<file path="src/pkg/backlight_map.vh">
// Purpose: Offsets, field positions, reset values and timing counts
// Assumes: Byte-wide registers, 250 MHz logic clock
// Notes: Definitions only
`ifndef BACKLIGHT_MAP_VH
`define BACKLIGHT_MAP_VH

// Register offsets
`define ADDR_DIM_LEVEL 8'h00
`define ADDR_DEVICE_CONTROL 8'h01
`define ADDR_FAULT_AND_STATE 8'h02
`define ADDR_CHIP_ID 8'h03

// Reset values
`define DIM_LEVEL_RESET 8'hFF
`define CONTROL_RESET 3'h0
`define FAULT_RESET 8'h00

// Control fields
`define CTL_ENABLE_BIT 0
`define CTL_SOURCE_BIT 1
`define CTL_INTERP_BIT 2

// Fault and state fields
`define FS_SUMMARY_BIT 0
`define FS_THERMAL_BIT 1
`define FS_OVERCURRENT_BIT 2
`define FS_STATE_BIT 3
`define FS_SINGLE_BIT 4
`define FS_DUAL_BIT 5

// Identification fields
`define ID_MARKER 1'h1
`define VENDOR_RESERVED_LO 4'hA
`define VENDOR_RESERVED_HI 4'hE
`define VENDOR_NONE 4'hF

// Timing
`define CLOCK_PERIOD_NS 4
`define ON_DELAY_MAX_NS 4000000
`define ON_DELAY_CYCLES 20'hF4240
`define PWM_TICK_DIV 8'h10
`define CHANNELS 8
`define METER_WIDTH 20

`endif

</file>
<file path="src/rtl/level_sync.v">
// Purpose: Two-flop synchroniser for pin levels
// Assumes: Inputs asynchronous to clock
// Notes: First stage feeds only the second stage
`timescale 1ns/1ns
module level_sync
#(
	parameter WIDTH = 1
)
(
	input wire clock,
	input wire rst_b,
	input wire [WIDTH-1:0] pin_in,
	output reg [WIDTH-1:0] level_out
);

reg [WIDTH-1:0] stage1_reg;

always @(posedge clock)
begin
	if (!rst_b)
	begin
		stage1_reg <= {WIDTH{1'b0}};
		level_out <= {WIDTH{1'b0}};
	end
	else
	begin
		stage1_reg <= pin_in;
		level_out <= stage1_reg;
	end
end

endmodule

</file>
<file path="src/rtl/duty_meter.v">
// Purpose: Measures duty cycle of the external dimming input
// Assumes: Input already synchronised to clock
// Notes: Result is high time * 256 / period, capped at 255
`timescale 1ns/1ns
`include "backlight_map.vh"
module duty_meter
(
	input wire clock,
	input wire rst_b,
	input wire dim_in,
	output reg [7:0] duty
);

localparam W = `METER_WIDTH;

reg prev_reg;
reg running_reg;
reg [W-1:0] period_reg;
reg [W-1:0] high_reg;
reg [W-1:0] divisor_reg;
reg [W:0] rem_reg;
reg [7:0] quot_reg;
reg [3:0] step_reg;
wire rise;
wire [W:0] shifted;

assign rise = dim_in & ~prev_reg;
assign shifted = {rem_reg[W-1:0], 1'b0};

always @(posedge clock)
begin
	if (!rst_b)
	begin
		prev_reg <= 1'b0;
		running_reg <= 1'b0;
		period_reg <= {W{1'b0}};
		high_reg <= {W{1'b0}};
		divisor_reg <= {W{1'b0}};
		rem_reg <= {(W+1){1'b0}};
		quot_reg <= 8'h00;
		step_reg <= 4'h0;
		duty <= 8'h00;
	end
	else
	begin
		prev_reg <= dim_in;
		// Period window between rising edges
		if (rise)
		begin
			period_reg <= {{(W-1){1'b0}}, 1'b1};
			high_reg <= {{(W-1){1'b0}}, 1'b1};
			running_reg <= 1'b1;
			if (running_reg && step_reg == 4'h0)
			begin
				if (high_reg >= period_reg)
					duty <= 8'hFF;
				else
				begin
					divisor_reg <= period_reg;
					rem_reg <= {1'b0, high_reg};
					quot_reg <= 8'h00;
					step_reg <= 4'h8;
				end
			end
		end
		else if (&period_reg)
		begin
			// Static level: full or none
			running_reg <= 1'b0;
			duty <= dim_in ? 8'hFF : 8'h00;
		end
		else
		begin
			period_reg <= period_reg + {{(W-1){1'b0}}, 1'b1};
			if (dim_in)
				high_reg <= high_reg + {{(W-1){1'b0}}, 1'b1};
		end
		// Serial restoring division
		if (step_reg != 4'h0)
		begin
			step_reg <= step_reg - 4'h1;
			if (shifted >= {1'b0, divisor_reg})
			begin
				rem_reg <= shifted - {1'b0, divisor_reg};
				quot_reg <= {quot_reg[6:0], 1'b1};
				if (step_reg == 4'h1)
					duty <= {quot_reg[6:0], 1'b1};
			end
			else
			begin
				rem_reg <= shifted;
				quot_reg <= {quot_reg[6:0], 1'b0};
				if (step_reg == 4'h1)
					duty <= {quot_reg[6:0], 1'b0};
			end
		end
	end
end

endmodule

</file>
<file path="src/rtl/backlight_fault_status_regs.v">
// Purpose: Control, fault/status and identification registers of a backlight driver
// Assumes: Byte strobes from a serial-bus front end on the same clock
// Notes: Pins pass two flops; outputs come from flops
`timescale 1ns/1ns
`include "backlight_map.vh"
module backlight_fault_status_regs
#(
	parameter [19:0] ON_DELAY_CYCLES = `ON_DELAY_CYCLES,
	parameter [3:0] VENDOR_ID = 4'h3,
	parameter [2:0] SILICON_REV = 3'h0
)
(
	input wire clock,
	input wire rst_b,
	input wire [7:0] reg_addr,
	input wire [7:0] reg_wdata,
	input wire reg_write,
	input wire reg_read,
	output reg [7:0] reg_rdata,
	output reg reg_rvalid,
	input wire thermal_trip,
	input wire input_overcurrent,
	input wire [7:0] channel_off,
	input wire backlight_supply,
	input wire external_dim_input,
	output reg backlight_on,
	output reg [7:0] dim_duty,
	output reg led_pwm,
	output reg summary_fault
);

// Vendor ID is arbitrary; reserved codes fold to the no-code value
function [3:0] vendor_code;
	input [3:0] code;
	begin
		if (code >= `VENDOR_RESERVED_LO && code <= `VENDOR_RESERVED_HI)
			vendor_code = `VENDOR_NONE;
		else
			vendor_code = code;
	end
endfunction

// Number of channels shut down
function [3:0] count_ones;
	input [7:0] bits;
	integer i;
	begin
		count_ones = 4'h0;
		for (i = 0; i < `CHANNELS; i = i + 1)
			count_ones = count_ones + {3'h0, bits[i]};
	end
endfunction

// Register address match
function addr_hit;
	input [7:0] addr;
	input [7:0] offset;
	begin
		addr_hit = (addr == offset);
	end
endfunction

wire [11:0] pins_synced;
wire [7:0] chan_s;
wire thermal_s;
wire overcur_s;
wire supply_s;
wire dim_in_s;
wire [7:0] meter_duty;

// Pin synchronisers
level_sync #(.WIDTH(12)) pin_sync
(
	.clock(clock),
	.rst_b(rst_b),
	.pin_in({external_dim_input, backlight_supply, input_overcurrent,
		thermal_trip, channel_off}),
	.level_out(pins_synced)
);

assign chan_s = pins_synced[7:0];
assign thermal_s = pins_synced[8];
assign overcur_s = pins_synced[9];
assign supply_s = pins_synced[10];
assign dim_in_s = pins_synced[11];

duty_meter meter
(
	.clock(clock),
	.rst_b(rst_b),
	.dim_in(dim_in_s),
	.duty(meter_duty)
);

reg [7:0] dim_level_reg;
reg [2:0] control_reg;
reg [2:0] control_next;
reg summary_reg;
reg summary_next;
reg backlight_state_reg;
reg [19:0] on_count_reg;
reg [7:0] tick_count_reg;
reg [7:0] pwm_count_reg;

wire wr_dim;
wire wr_ctl;
wire wr_fs;
wire host_mode;
wire fault_gate;
wire [3:0] chan_count;
wire thermal_bit;
wire overcur_bit;
wire single_bit;
wire dual_bit;
wire any_fault;
wire enable_toggle;
wire clear_summary;
wire [7:0] status_byte;
wire [7:0] id_byte;
wire [15:0] scaled_product;
wire [7:0] scaled_duty;
wire enable_next;
wire on_done;
wire pwm_tick;
wire pwm_high;
reg [7:0] target_duty;
reg [7:0] read_byte;

assign wr_dim = reg_write & addr_hit(reg_addr, `ADDR_DIM_LEVEL);
assign wr_ctl = reg_write & addr_hit(reg_addr, `ADDR_DEVICE_CONTROL);
assign wr_fs = reg_write & addr_hit(reg_addr, `ADDR_FAULT_AND_STATE);
assign host_mode = ~control_reg[`CTL_SOURCE_BIT];

// Faults count only while lit and supplied
assign fault_gate = backlight_state_reg & supply_s;
assign chan_count = count_ones(chan_s);
assign thermal_bit = fault_gate & thermal_s;
assign overcur_bit = fault_gate & overcur_s;
assign single_bit = fault_gate & (chan_count >= 4'h1);
assign dual_bit = fault_gate & (chan_count >= 4'h2);
assign any_fault = thermal_bit | overcur_bit | single_bit | dual_bit;

// Clear events for the summary flag
assign enable_toggle = wr_ctl & (reg_wdata[`CTL_ENABLE_BIT] != control_reg[`CTL_ENABLE_BIT]);
assign clear_summary = enable_toggle | (wr_fs & ~reg_wdata[`FS_SUMMARY_BIT]);

// Status byte with reserved bits at zero
assign status_byte = {2'b00, dual_bit, single_bit, backlight_state_reg,
	overcur_bit, thermal_bit, summary_reg};

assign id_byte = {`ID_MARKER, vendor_code(VENDOR_ID), SILICON_REV};

// Register level scaled by external duty
assign scaled_product = dim_level_reg * meter_duty + {8'h00, dim_level_reg};
assign scaled_duty = scaled_product[15:8];

// Helpers for sequencing and dimming
assign enable_next = control_next[`CTL_ENABLE_BIT];
assign on_done = (on_count_reg >= ON_DELAY_CYCLES - 20'h00001);
assign pwm_tick = (tick_count_reg == `PWM_TICK_DIV - 8'h01);
assign pwm_high = (pwm_count_reg < dim_duty) || (dim_duty == 8'hFF);

// Control register next value
always @*
begin
	control_next = control_reg;
	if (wr_ctl)
		control_next = reg_wdata[2:0];
end

// Sticky summary flag; a new fault wins over a clear
always @*
begin
	summary_next = summary_reg;
	if (clear_summary)
		summary_next = 1'b0;
	if (any_fault)
		summary_next = 1'b1;
end

// Brightness source selection
always @*
begin
	if (control_reg[`CTL_SOURCE_BIT])
		target_duty = meter_duty;
	else if (control_reg[`CTL_INTERP_BIT])
		target_duty = dim_level_reg;
	else
		target_duty = scaled_duty;
end

// Read multiplexer
always @*
begin
	read_byte = 8'h00;
	if (addr_hit(reg_addr, `ADDR_DIM_LEVEL))
		read_byte = dim_level_reg;
	else if (addr_hit(reg_addr, `ADDR_DEVICE_CONTROL))
		read_byte = {5'h00, control_reg};
	else if (addr_hit(reg_addr, `ADDR_FAULT_AND_STATE))
		read_byte = status_byte;
	else if (addr_hit(reg_addr, `ADDR_CHIP_ID))
		read_byte = id_byte;
end

// Dimming level register
always @(posedge clock)
begin
	if (!rst_b)
		dim_level_reg <= `DIM_LEVEL_RESET;
	else if (wr_dim && host_mode)
		dim_level_reg <= reg_wdata;
end

// Control register
always @(posedge clock)
begin
	if (!rst_b)
		control_reg <= `CONTROL_RESET;
	else
		control_reg <= control_next;
end

// Summary fault flag
always @(posedge clock)
begin
	if (!rst_b)
		summary_reg <= 1'b0;
	else
		summary_reg <= summary_next;
end

// Read port; data holds until the next read
always @(posedge clock)
begin
	if (!rst_b)
	begin
		reg_rdata <= 8'h00;
		reg_rvalid <= 1'b0;
	end
	else
	begin
		reg_rvalid <= reg_read;
		if (reg_read)
			reg_rdata <= read_byte;
	end
end

// Backlight on/off sequencing
always @(posedge clock)
begin
	if (!rst_b)
	begin
		backlight_state_reg <= 1'b0;
		on_count_reg <= 20'h00000;
	end
	else if (!enable_next || !supply_s)
	begin
		backlight_state_reg <= 1'b0;
		on_count_reg <= 20'h00000;
	end
	else if (!backlight_state_reg)
	begin
		if (on_done)
			backlight_state_reg <= 1'b1;
		else
			on_count_reg <= on_count_reg + 20'h00001;
	end
end

// Dimming tick divider
always @(posedge clock)
begin
	if (!rst_b)
		tick_count_reg <= 8'h00;
	else if (pwm_tick)
		tick_count_reg <= 8'h00;
	else
		tick_count_reg <= tick_count_reg + 8'h01;
end

// Dimming output
always @(posedge clock)
begin
	if (!rst_b)
	begin
		pwm_count_reg <= 8'h00;
		dim_duty <= 8'h00;
		led_pwm <= 1'b0;
	end
	else
	begin
		if (pwm_tick)
			pwm_count_reg <= pwm_count_reg + 8'h01;
		dim_duty <= backlight_state_reg ? target_duty : 8'h00;
		led_pwm <= backlight_state_reg & pwm_high;
	end
end

// Backlight state mirror
always @(posedge clock)
begin
	if (!rst_b)
		backlight_on <= 1'b0;
	else
		backlight_on <= backlight_state_reg;
end

// Summary flag mirror
always @(posedge clock)
begin
	if (!rst_b)
		summary_fault <= 1'b0;
	else
		summary_fault <= summary_next;
end

endmodule

</file>
<file path="config.mk">
export PLATFORM = sky130hd
export DESIGN_NAME = backlight_fault_status_regs
export DESIGN_NICKNAME = d
export VERILOG_FILES = /design/src/rtl/level_sync.v /design/src/rtl/duty_meter.v /design/src/rtl/backlight_fault_status_regs.v
export VERILOG_INCLUDE_DIRS = /design/src /design/src/pkg
export SDC_FILE = /design/constraint.sdc
export NUM_CORES = 1
export LEC_CHECK = 0
export BUFFER_PORTS_ARGS = -buffer_cell sky130_fd_sc_hd__buf_4
export CELL_PAD_IN_SITES_DETAIL_PLACEMENT = 0
export CELL_PAD_IN_SITES_GLOBAL_PLACEMENT = 2
export CORE_UTILIZATION = 42
export DETAILED_ROUTE_END_ITERATION = 10
export GPL_TIMING_DRIVEN = 0
export PLACE_DENSITY_LB_ADDON = 0.05
export RECOVER_POWER = 25
export SKIP_LAST_GASP = 1
export SLEW_MARGIN = 20
export SYNTH_ARGS = -nofsm -noshare
export SYNTH_HDL_FRONTEND = slang
export SYNTH_HIERARCHICAL = 1
export SYNTH_SLANG_ARGS = --single-unit
</file>
<file path="constraint.sdc">
create_clock -name clock -period 11.3 [get_ports clock]
set_input_delay 0.565 -clock clock [delete_from_list [all_inputs] [get_ports clock]]
set_output_delay 0.565 -clock clock [all_outputs]
set_load 0.02 [all_outputs]
</file>
Yosys cells after proc, flatten, opt, wreduce, memory -nomap -nowiden
Cells that the tools add are included.
- logic and storage cells: 146
- output and inout port bits: 20
- register bits after elaboration: 193
- equal/unequal tests: 9
- $add $sub $neg: 15
- bitwise operators: 24
- reductions and logical operators: 24
- mux-type cells: 41
- $mul: 1
- order comparisons: 6
- operator list (cell ; number):
    2-to-1 mux 8 bit ; 15
    2-to-1 mux 20 bit ; 5
    adder 20 x 1 -> 20 bit (second input constant) ; 3
    2-to-1 mux 7 bit ; 4
    greater-or-equal comparator 21 x 20 -> 1 bit ; 1
    greater-or-equal comparator 20 bit ; 1
    greater-or-equal comparator 20 bit (second input constant) ; 1
    AND reduction 20 bit ; 1
    subtractor 20 bit ; 1
    adder 16 x 8 -> 16 bit ; 1
    adder 4 x 1 -> 4 bit ; 4
    adder 8 x 1 -> 8 bit (second input constant) ; 2
    == test 8 x 2 -> 1 bit (second input constant) ; 2
    multiplier 8 x 8 -> 16 bit ; 1
    2-to-1 mux 4 bit ; 4
    2-to-1 mux 1 bit ; 13
    AND 1 bit ; 12
    nonzero test 2 bit ; 5
    == test 8 x 1 -> 1 bit (second input constant) ; 1
    == test 8 x 4 -> 1 bit (second input constant) ; 1
    == test 8 bit (second input constant) ; 1
    logical NOT 8 bit ; 1
    less-than comparator 8 bit ; 1
    NOT 1 bit ; 8
    other kinds (19) ; 31

Longest topological paths before layout
Gate-level depths: netlist (run 1).
- depth after elaboration: 12
- gate-level depth with buffers: 17
- gate-level depth less buffers: 16

Modules after synthesis
Netlist (run 1), hierarchy kept.
- modules (own cells, without submodules) (module ; area each (um^2) ; sequential area each (um^2) ; times used ; cells each):
    duty_meter ; 6279.8 ; 2021.9 ; 1 ; 752
    backlight_fault_status_regs ; 5441.5 ; 1361.3 ; 1 ; 626
    level_sync ; 675.6 ; 480.5 ; 1 ; 50

Least setup slack after synthesis (run 1)
Ideal clock, no wire load.
- path type: register to register
- start: reg dim_level_reg[2]
- end: reg dim_duty[2]
- data arrival time: 4.185 ns
- stages on the path, launching flop included: 16
- path buffers: 1
- data required time: 11.176 ns
- period minus slack after synthesis: 4.308 ns
- setup slack: 6.992 ns
- cells stage by stage: dfxtp_1 -> clkbuf_1 -> and2_1 -> fa_1 -> fa_1 -> fa_1 -> inv_1 -> fa_1 -> inv_1 -> ha_1 -> a41oi_1 -> o21ai_0 -> a21oi_1 -> xnor2_1 -> a222oi_1 -> nor2_1
- word-level cells in the longest chain between the ends: 4
- ends and longest elaborated chain (element ; RTL line ; text):
    start, declared ; backlight_fault_status_regs.v:95 ; reg [7:0] dim_level_reg;
    start signal, assigned ; backlight_fault_status_regs.v:210 ; dim_level_reg <= `DIM_LEVEL_RESET;
    start signal, assigned ; backlight_fault_status_regs.v:212 ; dim_level_reg <= reg_wdata;
    multiplier 8 x 8 -> 16 bit ; backlight_fault_status_regs.v:154 ; assign scaled_product = dim_level_reg * meter_duty + {8'h00, dim_level_reg};
    adder 16 x 8 -> 16 bit ; backlight_fault_status_regs.v:154 ;
    2-to-1 mux 8 bit (*) ; backlight_fault_status_regs.v:186 ; else if (control_reg[`CTL_INTERP_BIT])
    2-to-1 mux 8 bit (*) ; backlight_fault_status_regs.v:184 ; if (control_reg[`CTL_SOURCE_BIT])
    end signal, assigned ; backlight_fault_status_regs.v:295 ; dim_duty <= backlight_state_reg ? target_duty : 8'h00;
    end, declared ; backlight_fault_status_regs.v:27 ; output reg [7:0] dim_duty,
Mark *: on every way between the ends. The rest lies on a longest branch, timed or not.
A chain may end at the register's enable or synchronous reset.

Final worst setup path (run 1)
Ends and elaborated chain as after synthesis.

==> flow_summary.yaml, run 1 <==
cts:
  cts_buffer_depth: 2
  cts_tree: "built"
  clk-insertion-delay-late_ns: 0.45
  cts_root_buf: "clkbuf_16"
  post_cts_buffers: 0
  cts_buffers: 17
  ctsResizeCount: 0
  postCtsHoldBufs: 0
  cts_sinks: 193
  htree_levels: 4
  clk_pin_slew_ns: 0.08
worst_setup_path:
  path_cells: "clkbuf_1 -> and2_1 -> fa_1 -> fa_1 -> fa_1 -> inv_1 -> fa_1 -> inv_1 -> ha_1 -> a41oi_1 -> o21ai_0 -> a21oi_1 -> xnor2_1 -> a222oi_1 -> nor2_1"
  critPathSlowestCell: "fa_1"
  worst-path-max-fanout: 10
  r2r_setup_slack_ns: 6.38
  worst_path_largest_cell_delay_ns: 0.54
  worst-r2r-cell-count: 15
  worstReg2RegStart: "dim_level_reg[2]"
  criticalPathCategory: "reg -> reg"
  crit-reg2reg-capture: "dim_duty[2]"
  arrival_ns: 5.24
  cp_data_required_time_ns: 11.62
  crit_top_cell: "fa_1"
  critPathLaunchType: "register"
  endpoint_kind: "register"
placement:
  hpwl_mm: 26.1
  dpl_worst_slack_ns: 6.35
  portBuffers: 48
  place_congestion: 0.805
hold_path:
  hold_path.class: "in -> reg"
  holdPathEnd: "pin_sync/stage1_reg[1]"
  min-delay-start: "channel_off[1]"
  hold_depth: 2
timing:
  finalSetupViolations: 0
  fin_ws_ns: 6.38
  setup_tns_ns: 0
  finalClockSkew_ns: 0.0122
  tightestPinTransition_ns: 1.17
  slew_violations: 0
  period_minus_slack_ns: 4.92
  finalCritPeriodShare_pct: 43.6
  hold_viol_final: 0
  grt_setup_unrepaired: "no"
  max_slew_margin_pct: 21.5
  hold_slack_ns: 0.330
  fmax_mhz: 203
die:
  die_height_um: 174
  dieArea_mm2: 0.0302
  rows: 62
  ios: 52
  core_mm2: 0.0289
  start_util_pct: 43.0
  die_w_um: 174
job:
  cap_viol_max_count: 0
yosys:
  ys.flop_type: "dfxtp_1"
  synth_edf_count: 0
  synth-async-reset-ratio_pct: 0
  synthDistinctLibCells: 85
  netlist_instances: 1428
  yosysSeqAreaShare_pct: 31.2
  avgSynthCellArea_um2: 8.68
  synthesis.nets: 1597
  synth_warnings: 6
  ys_seq_elements: 193
  syn-cell-area_mm2: 0.0124
route:
  drtIter0Drc: 542
  wl_per_cell_um: 17.8
  via_count: 10100
  dr.pass1.iters: 5
  viasPerCell: 5.34
  ant_nets: 0
  drc: 0
  finalWirelength_mm: 33.7
pwr:
  cellLeakagePower_nw: 5.69
  max-vdd-ir-drop_v: 0.000108
  totalPowerFinal_mw: 2.43
  power.density_mw_per_mm2: 177
finish:
  syn2layout_area_growth_pct: 11.0
  multi_input_area_mm2: 0.00782
  drive_above_1_share_pct: 8.89
  nets: 1664
  seqCellArea_mm2: 0.00386
  num-fill-cells: 2919
  antenna_cells: 0
outcome:
  status: "finished clean"
global_routing:
  grt_max_degree: 21
  antenna_found_initial: 0
  grt_overflow: 0
  grt_pass1_vias: 9878
  track_usage_pct: 22.7
  grt_first_pass_wirelength_mm: 53.6
-- synth_stat cells (33+ instances only) --
master	n	area (um^2)
nor3_1	34	170
dfxtp_1	193	3860
inv_1	124	465
a21oi_1	73	365
nand3_1	62	310
xor2_1	41	359
ha_1	89	1110
mux2i_1	47	470
o21ai_0	46	230
clkbuf_1	34	128
xnor2_1	33	289
nor2_1	154	578
fa_1	48	961
nand2_1	111	417
and2_1	49	307
-- area by class of cell --
cell class              instances  share of cell area [%]
plain buffers                  49                    1.62
clock buffers                  17                    3.09
clock inverters                15                    1.37
inverters                     124                    3.38
multi-input cells            1062                    56.8
flip-flops and latches        193                    28.1
well taps                     384                    3.49
repair buffers                 48                    2.13
-- worst max-delay path by stage --
stage          slack [ns]             start  depth (start not counted)           to
2_1_floorplan        6.99  dim_level_reg[2]                         15  dim_duty[2]
3_3_place_gp         6.34  dim_level_reg[2]                         15  dim_duty[2]
3_5_place_dp         6.35  dim_level_reg[2]                         15  dim_duty[2]
4_1_cts              6.33  dim_level_reg[2]                         15  dim_duty[2]
5_1_grt              6.07  dim_level_reg[4]                         16  dim_duty[2]
6_report             6.38  dim_level_reg[2]                         15  dim_duty[2]
-- logic make-up (layout without fill, tap and decap cells) --
| logic type | Yosys count | after routing | share of synthesized area (%) |
|---|---|---|---|
| fa+ha+maj | 137 | 137 | 16.7 |
| flops | 193 | 193 | 31.2 |
| compound gates | 273 | 273 | 15.8 |
| mux | 51 | 51 | 4.16 |
| xor+xnor | 74 | 74 | 5.23 |
| simple gates | 527 | 527 | 21.3 |
| buf+inv | 173 | 253 | 5.67 |
-- report_power, final --
part	internal (mW)	total, mW	switching (mW)
registers	0.723	0.759	0.0361
logic	0.411	1.04	0.630
clock network	0.321	0.635	0.314
-- worst max-delay path: cells and delay by family (launching register included) --
kind / cells / cell delay (ns)
xor+xnor: 1 / 0.15
simple gates: 2 / 0.29
buf+inv: 3 / 0.54
compound gates: 4 / 1.02
flops: 1 / 0.38
fa+ha+maj: 5 / 2.40
-- cells in the final DEF (no fill, tap or decap), types with 7 or more instances in the layout --
cell type and n:
a22o_1 8, buf_4 34, a211oi_1 15, nand4_1 21, and2_2 18, inv_1 124, buf_2 7, a21oi_1 73
nor4_1 7, nand3_1 62, o211ai_1 10, nand2_1 111, o21bai_1 7, xnor2_1 33, nor3_1 34, clkbuf_1 54
mux2i_1 47, dfxtp_1 193, nor2_1 155, xor2_1 41, a2bb2oi_1 8, and3_1 17, and2_1 45, o21ai_0 47
ha_1 89, a21o_1 21, fa_1 48, or3_1 12, clkbuf_16 17, a31oi_1 7, nand2b_1 10
-- layer usage --
layer / share of wire [%] / GRT usage, % / vias to the layer above
met2: 49 / 40.0 / 150
met1: 45 / 28.2 / 4838
met5: 0 / 0 / -
met4: 2.8 / 8.04 / 0
li1: - / - / 5073
met3: 2.6 / 3.09 / 47
-- metrics by stage --
stage,std cells,cell area (um^2),util [%]
finish,1892,13800,47.7
CTS,1892,13900,48.0
floorplan,1428,12400,-
detailed placement,1860,13200,45.9
global route,1892,13800,47.7
global placement,1860,13200,45.9
No activity file was read; power rests on OpenSTA's default activity.
==> inputs of run 2 (changes only) <==
CORE_UTILIZATION = 35   (was 42)
clock period = 4.22 ns   (was 11.3 ns; I/O delays follow)
==> flow_summary.yaml, run 2 (synthesis gave the netlist of run 1 again) <==
outcome:
  status: "finished clean"
worst_setup_path:
  critPathSlowestCell: "fa_1"
  critPathLaunchType: "register"
  endpoint_kind: "register"
  crit-reg2reg-capture: "dim_duty[6]"
  cp_data_required_time_ns: 4.60
  crit_top_cell: "fa_1"
  r2r_setup_slack_ns: 0.13
  worstReg2RegStart: "dim_level_reg[4]"
  worst-r2r-cell-count: 14
  path_cells: "buf_2 -> inv_1 -> fa_1 -> inv_1 -> fa_1 -> ha_1 -> fa_1 -> ha_1 -> nand3_1 -> o21ai_4 -> a31o_2 -> nand4_1 -> a221o_1 -> a21oi_1"
  worst_path_largest_cell_delay_ns: 0.53
  arrival_ns: 4.47
  worst-path-max-fanout: 7
  criticalPathCategory: "reg -> reg"
finish:
  drive_above_1_share_pct: 13.5
  fin_cells: 2007
  layout_commonest_cell: "dfxtp_1"
  nets: 1708
  final_cell_mix: "dfxtp_1, nor2_1, inv_1"
  syn2layout_area_growth_pct: 16.4
  design_area_mm2: 0.0144
  antenna_cells: 0
  num-fill-cells: 3576
  seqCellArea_mm2: 0.00392
  multi_input_area_mm2: 0.00793
  utilization_pct: 41.6
cts:
  clk_pin_slew_ns: 0.08
  cts_root_buf: "clkbuf_16"
  cts_tree: "built"
  cts_buffers: 17
  cts_buffer_depth: 2
  clk-insertion-delay-late_ns: 0.46
  htree_levels: 4
  cts_sinks: 193
timing:
  finalSetupViolations: 0
  finalCritPeriodShare_pct: 96.9
  hold_viol_final: 0
  slew_violations: 0
  period_minus_slack_ns: 4.09
  grt_setup_unrepaired: "yes"
  max_slew_margin_pct: 32.0
  tightestPinTransition_ns: 1.01
  fmax_mhz: 245
  finalClockSkew_ns: 0.0172
global_routing:
  track_usage_pct: 20.5
  grt_max_degree: 20
  grt_first_pass_wirelength_mm: 57.2
  antenna_found_initial: 0
  grt_pass1_vias: 10300
  grt_overflow: 0
die:
  dieArea_mm2: 0.0362
  core_mm2: 0.0347
  rows: 68
  die_w_um: 190
  ios: 52
  die_height_um: 190
  start_util_pct: 35.7
placement:
  dpl_cell_area_mm2: 0.0133
  hpwl_mm: 27.4
  portBuffers: 48
  placed_cells: 1931
  place_congestion: 0.773
hold_path:
  hold_path.class: "in -> reg"
  min-delay-start: "reg_wdata[0]"
  holdPathEnd: "dim_level_reg[0]"
  hold_depth: 3
pwr:
  cellLeakagePower_nw: 5.93
  max-vdd-ir-drop_v: 0.000356
  power.density_mw_per_mm2: 458
  totalPowerFinal_mw: 6.61
route:
  finalWirelength_mm: 36.0
  wl_per_cell_um: 17.9
  drtIter0Drc: 514
  ant_nets: 0
  dr.pass1.iters: 7
  viasPerCell: 5.10
  via_count: 10200
  drc: 0
job:
  cap_viol_max_count: 0
run 2: cell types whose count changed in the layout (fill, tap and decap cells not counted), moves of 4 or more:
cell           previous run  this run
dfxtp_1                 193       178
o21ai_0                  47        42
o21ai_1                   3         7
buf_4                    34        47
a21oi_1                  73        69
a21oi_2                   0         4
ha_1                     89        85
dlygate4sd3_1             0        19
clkbuf_1                 54        45
and2_1                   45        39
and2_4                    1         8
clkbuf_4                  0        12
dfxtp_4                   0        13
run 2: report_power, final:
part / switching, mW / leakage, nW / internal [mW] / total, mW
clock: 0.833 / 0.288 / 0.804 / 1.64
combinational: 1.76 / 4.07 / 1.19 / 2.94
sequential: 0.0989 / 1.57 / 1.93 / 2.03
run 2: stage by stage:
step / setup WS [ns] / TNS [ns] / hold slack (ns)
2_1_floorplan: 0.0240 / 0 / 0.336
3_3_place_gp: -0.735 / -4.51 / 0.426
3_5_place_dp: -0.680 / -4.21 / 0.426
4_1_cts: 0.000258 / 0 / 0.0191
5_1_grt: -0.0539 / -0.178 / 0.0435
6_report: 0.130 / 0 / 0.0401
run 2: worst max path at each step:
| stage | endpoint | cells past startpoint | start | slack [ns] |
|---|---|---|---|---|
| 6_report | dim_duty[6] | 14 | dim_level_reg[4] | 0.13 |
| 5_1_grt | dim_duty[6] | 14 | dim_level_reg[4] | -0.05 |
| 4_1_cts | dim_duty[3] | 15 | dim_level_reg[0] | 0.0003 |
| 3_5_place_dp | dim_duty[2] | 15 | dim_level_reg[3] | -0.68 |
| 3_3_place_gp | dim_duty[2] | 15 | dim_level_reg[3] | -0.73 |
| 2_1_floorplan | dim_duty[2] | 15 | dim_level_reg[3] | 0.02 |
run 2: cell type report:
type                       count  share of cell area, %
multi-input combinational   1062                   55.0
sequential                   193                   27.1
timing repair buffer          98                   5.00
tap                          455                   3.94
inverter                     124                   3.22
clock buffer                  18                   3.04
buffer                        43                   1.72
clock inverter                14                  0.979
run 2: what timing repair did:
item	in CTS	in global routing
cloned	0	1
setup buffers	6	24
gates resized for setup	49	34
hold buffers	19	0
endpoints found under the hold margin	20	0
endpoints found under the setup margin	8	7
pin swaps	13	25
run 2: worst max-delay path, delay by kind of cell (launching register included):
family / cells / cell delay [ns]
buffers and inverters: 3 / 0.35
AO/OA/AOI/OAI: 4 / 0.90
AND/OR/NAND/NOR: 2 / 0.23
adder cells (fa/ha/maj): 5 / 2.12
flip-flops: 1 / 0.41
run 2: per-layer routing:
metal	GRT usage (%)	wire (um)	up-vias
li1	-	-	5175
met1	25.6	16500	4915
met2	36.9	18200	129
met3	2.58	879	21
met4	5.29	488	0
met5	0	0	-
==> inputs of run 3 (changes only) <==
CORE_ASPECT_RATIO = 1.25   (was unset)
CORE_MARGIN = 3   (was unset)
==> flow_summary.yaml, run 3 (synthesis gave the netlist of run 1 again) <==
worst_setup_path:
  criticalPathCategory: "reg -> reg"
  critPathLaunchType: "register"
  worst-path-max-fanout: 10
  worstReg2RegStart: "meter/duty[4]"
  path_cells: "and2_1 -> fa_1 -> fa_1 -> fa_1 -> inv_2 -> fa_1 -> inv_2 -> ha_4 -> a41oi_4 -> o21ai_2 -> a21oi_2 -> xnor2_1 -> a222oi_1 -> nor2_1"
  crit-reg2reg-capture: "dim_duty[2]"
  startpoint: "meter/duty[4]"
  cp_data_required_time_ns: 4.55
  r2r_setup_slack_ns: 0.11
  endpoint_kind: "register"
  critPathCapture: "dim_duty[2]"
  critPathSlowestCell: "fa_1"
  worst-r2r-cell-count: 14
  arrival_ns: 4.45
  worst_path_largest_cell_delay_ns: 0.56
  crit_top_cell: "fa_1"
cts:
  cts_root_buf: "clkbuf_16"
  cts_buffers: 17
  clk-insertion-delay-late_ns: 0.46
  cts_sinks: 193
  clk_pin_slew_ns: 0.07
  cts_buffer_depth: 2
  htree_levels: 4
  cts_tree: "built"
finish:
  drive_above_1_share_pct: 12.6
  design_area_mm2: 0.0144
  syn2layout_area_growth_pct: 16.0
  num-fill-cells: 3594
  fin_cells: 2005
  utilization_pct: 41.4
  nets: 1693
  final_cell_mix: "dfxtp_1, nor2_1, inv_1"
  layout_commonest_cell: "dfxtp_1"
  antenna_cells: 0
route:
  dr.pass1.iters: 5
  wl_met1_mm: 15.4
  finalWirelength_mm: 36.1
  wl_met3_um: 840
  drtIter0Drc: 476
  highest_layer: "met4"
  drc: 0
  via_count: 10100
  wl_per_cell_um: 18.0
  wl_met2_mm: 18.8
  ant_nets: 0
  viasPerCell: 5.05
timing:
  slew_violations: 0
  tightestPinTransition_ns: 1.09
  grt_setup_unrepaired: "yes"
  finalClockSkew_ns: 0.0107
  finalCritPeriodShare_pct: 97.4
  hold_viol_final: 0
  max_slew_margin_pct: 27.1
  period_minus_slack_ns: 4.11
  setup_tns_ns: 0
  fmax_mhz: 243
  finalSetupViolations: 0
  hold_slack_ns: 0.0279
pwr:
  max-vdd-ir-drop_v: 0.000270
  cellLeakagePower_nw: 5.87
  power.density_mw_per_mm2: 465
hold_path:
  hold_path.class: "in -> reg"
  hold_depth: 3
die:
  rows: 76
  die_w_um: 174
  ios: 52
  core_mm2: 0.0347
  die_height_um: 216
  dieArea_mm2: 0.0377
  start_util_pct: 35.7
placement:
  dpl_cell_area_mm2: 0.0134
  portBuffers: 48
  place_congestion: 0.803
  hpwl_mm: 27.9
  placed_cells: 1944
global_routing:
  antenna_found_initial: 0
  grt_first_pass_wirelength_mm: 57.5
  grt_max_degree: 19
  grt_pass1_vias: 10400
  track_usage_pct: 19.5
  grt_overflow: 0
outcome:
  status: "finished clean"
job:
  cap_viol_max_count: 0
-- run 3: changes by cell type in the layout (fill, tap and decap cells not counted), sizes merged --
cell and delta:
bufinv +2, buf -13, inv -3, clkbuf -1
-- run 3: layer usage --
| layer | vias to the layer above | track usage, % |
|---|---|---|
| li1 | 5121 | - |
| met1 | 4829 | 22.8 |
| met2 | 133 | 36.0 |
| met3 | 42 | 2.59 |
| met4 | 0 | 7.35 |
| met5 | - | 0 |
-- run 3: what timing repair did --
| item | CTS | global route |
|---|---|---|
| resized for setup | 52 | 38 |
| hold buffers | 19 | 0 |
| pin swaps | 11 | 21 |
| setup endpoints to repair | 8 | 7 |
| hold endpoints to repair | 21 | 0 |
| setup buffers | 8 | 7 |
-- run 3: area by class of cell --
cell class | instances | area (um^2) | area share (%)
inverters | 124 | 465 | 3.24
clock buffers | 19 | 443 | 3.08
clock inverters | 13 | 173 | 1.20
plain buffers | 44 | 269 | 1.87
repair buffers | 82 | 586 | 4.07
multi-input cells | 1062 | 7950 | 55.3
flip-flops and latches | 193 | 3910 | 27.2
well taps | 468 | 586 | 4.07
-- run 3: per-stage QoR --
step / total power, mW / setup WS [ns]
after global placement: 4.88 / -0.707
final: 6.69 / 0.109
after CTS: 6.74 / 0.00710
after floorplan: 4.14 / 0.0240
after global routing: 7.17 / -0.0495
after detailed placement: 4.87 / -0.708
-- run 3: worst min-delay path by stage --
stage / startpoint / endpoint
after floorplan: reg_wdata[0] / dim_level_reg[0]
after global placement: pin_sync/stage1_reg[7] / pin_sync/level_out[7]
after detailed placement: pin_sync/stage1_reg[7] / pin_sync/level_out[7]
after CTS: reg_wdata[0] / dim_level_reg[0]
after global routing: reg_wdata[0] / dim_level_reg[0]
final: reg_wdata[0] / dim_level_reg[0]
-- run 3: worst max-delay path, delay by kind of cell (launching register included) --
family | cells | cell delay (ns)
AND/OR/NAND/NOR | 2 | 0.26
XOR/XNOR | 1 | 0.11
AO/OA/AOI/OAI | 4 | 0.82
buffers and inverters | 2 | 0.09
flip-flops | 1 | 0.40
adder cells (fa/ha/maj) | 5 | 2.30
-- run 3: where the power goes --
group	total (mW)	switching, mW	internal, mW
registers	2.03	0.101	1.93
clock network	1.72	0.801	0.915
logic	2.94	1.76	1.18
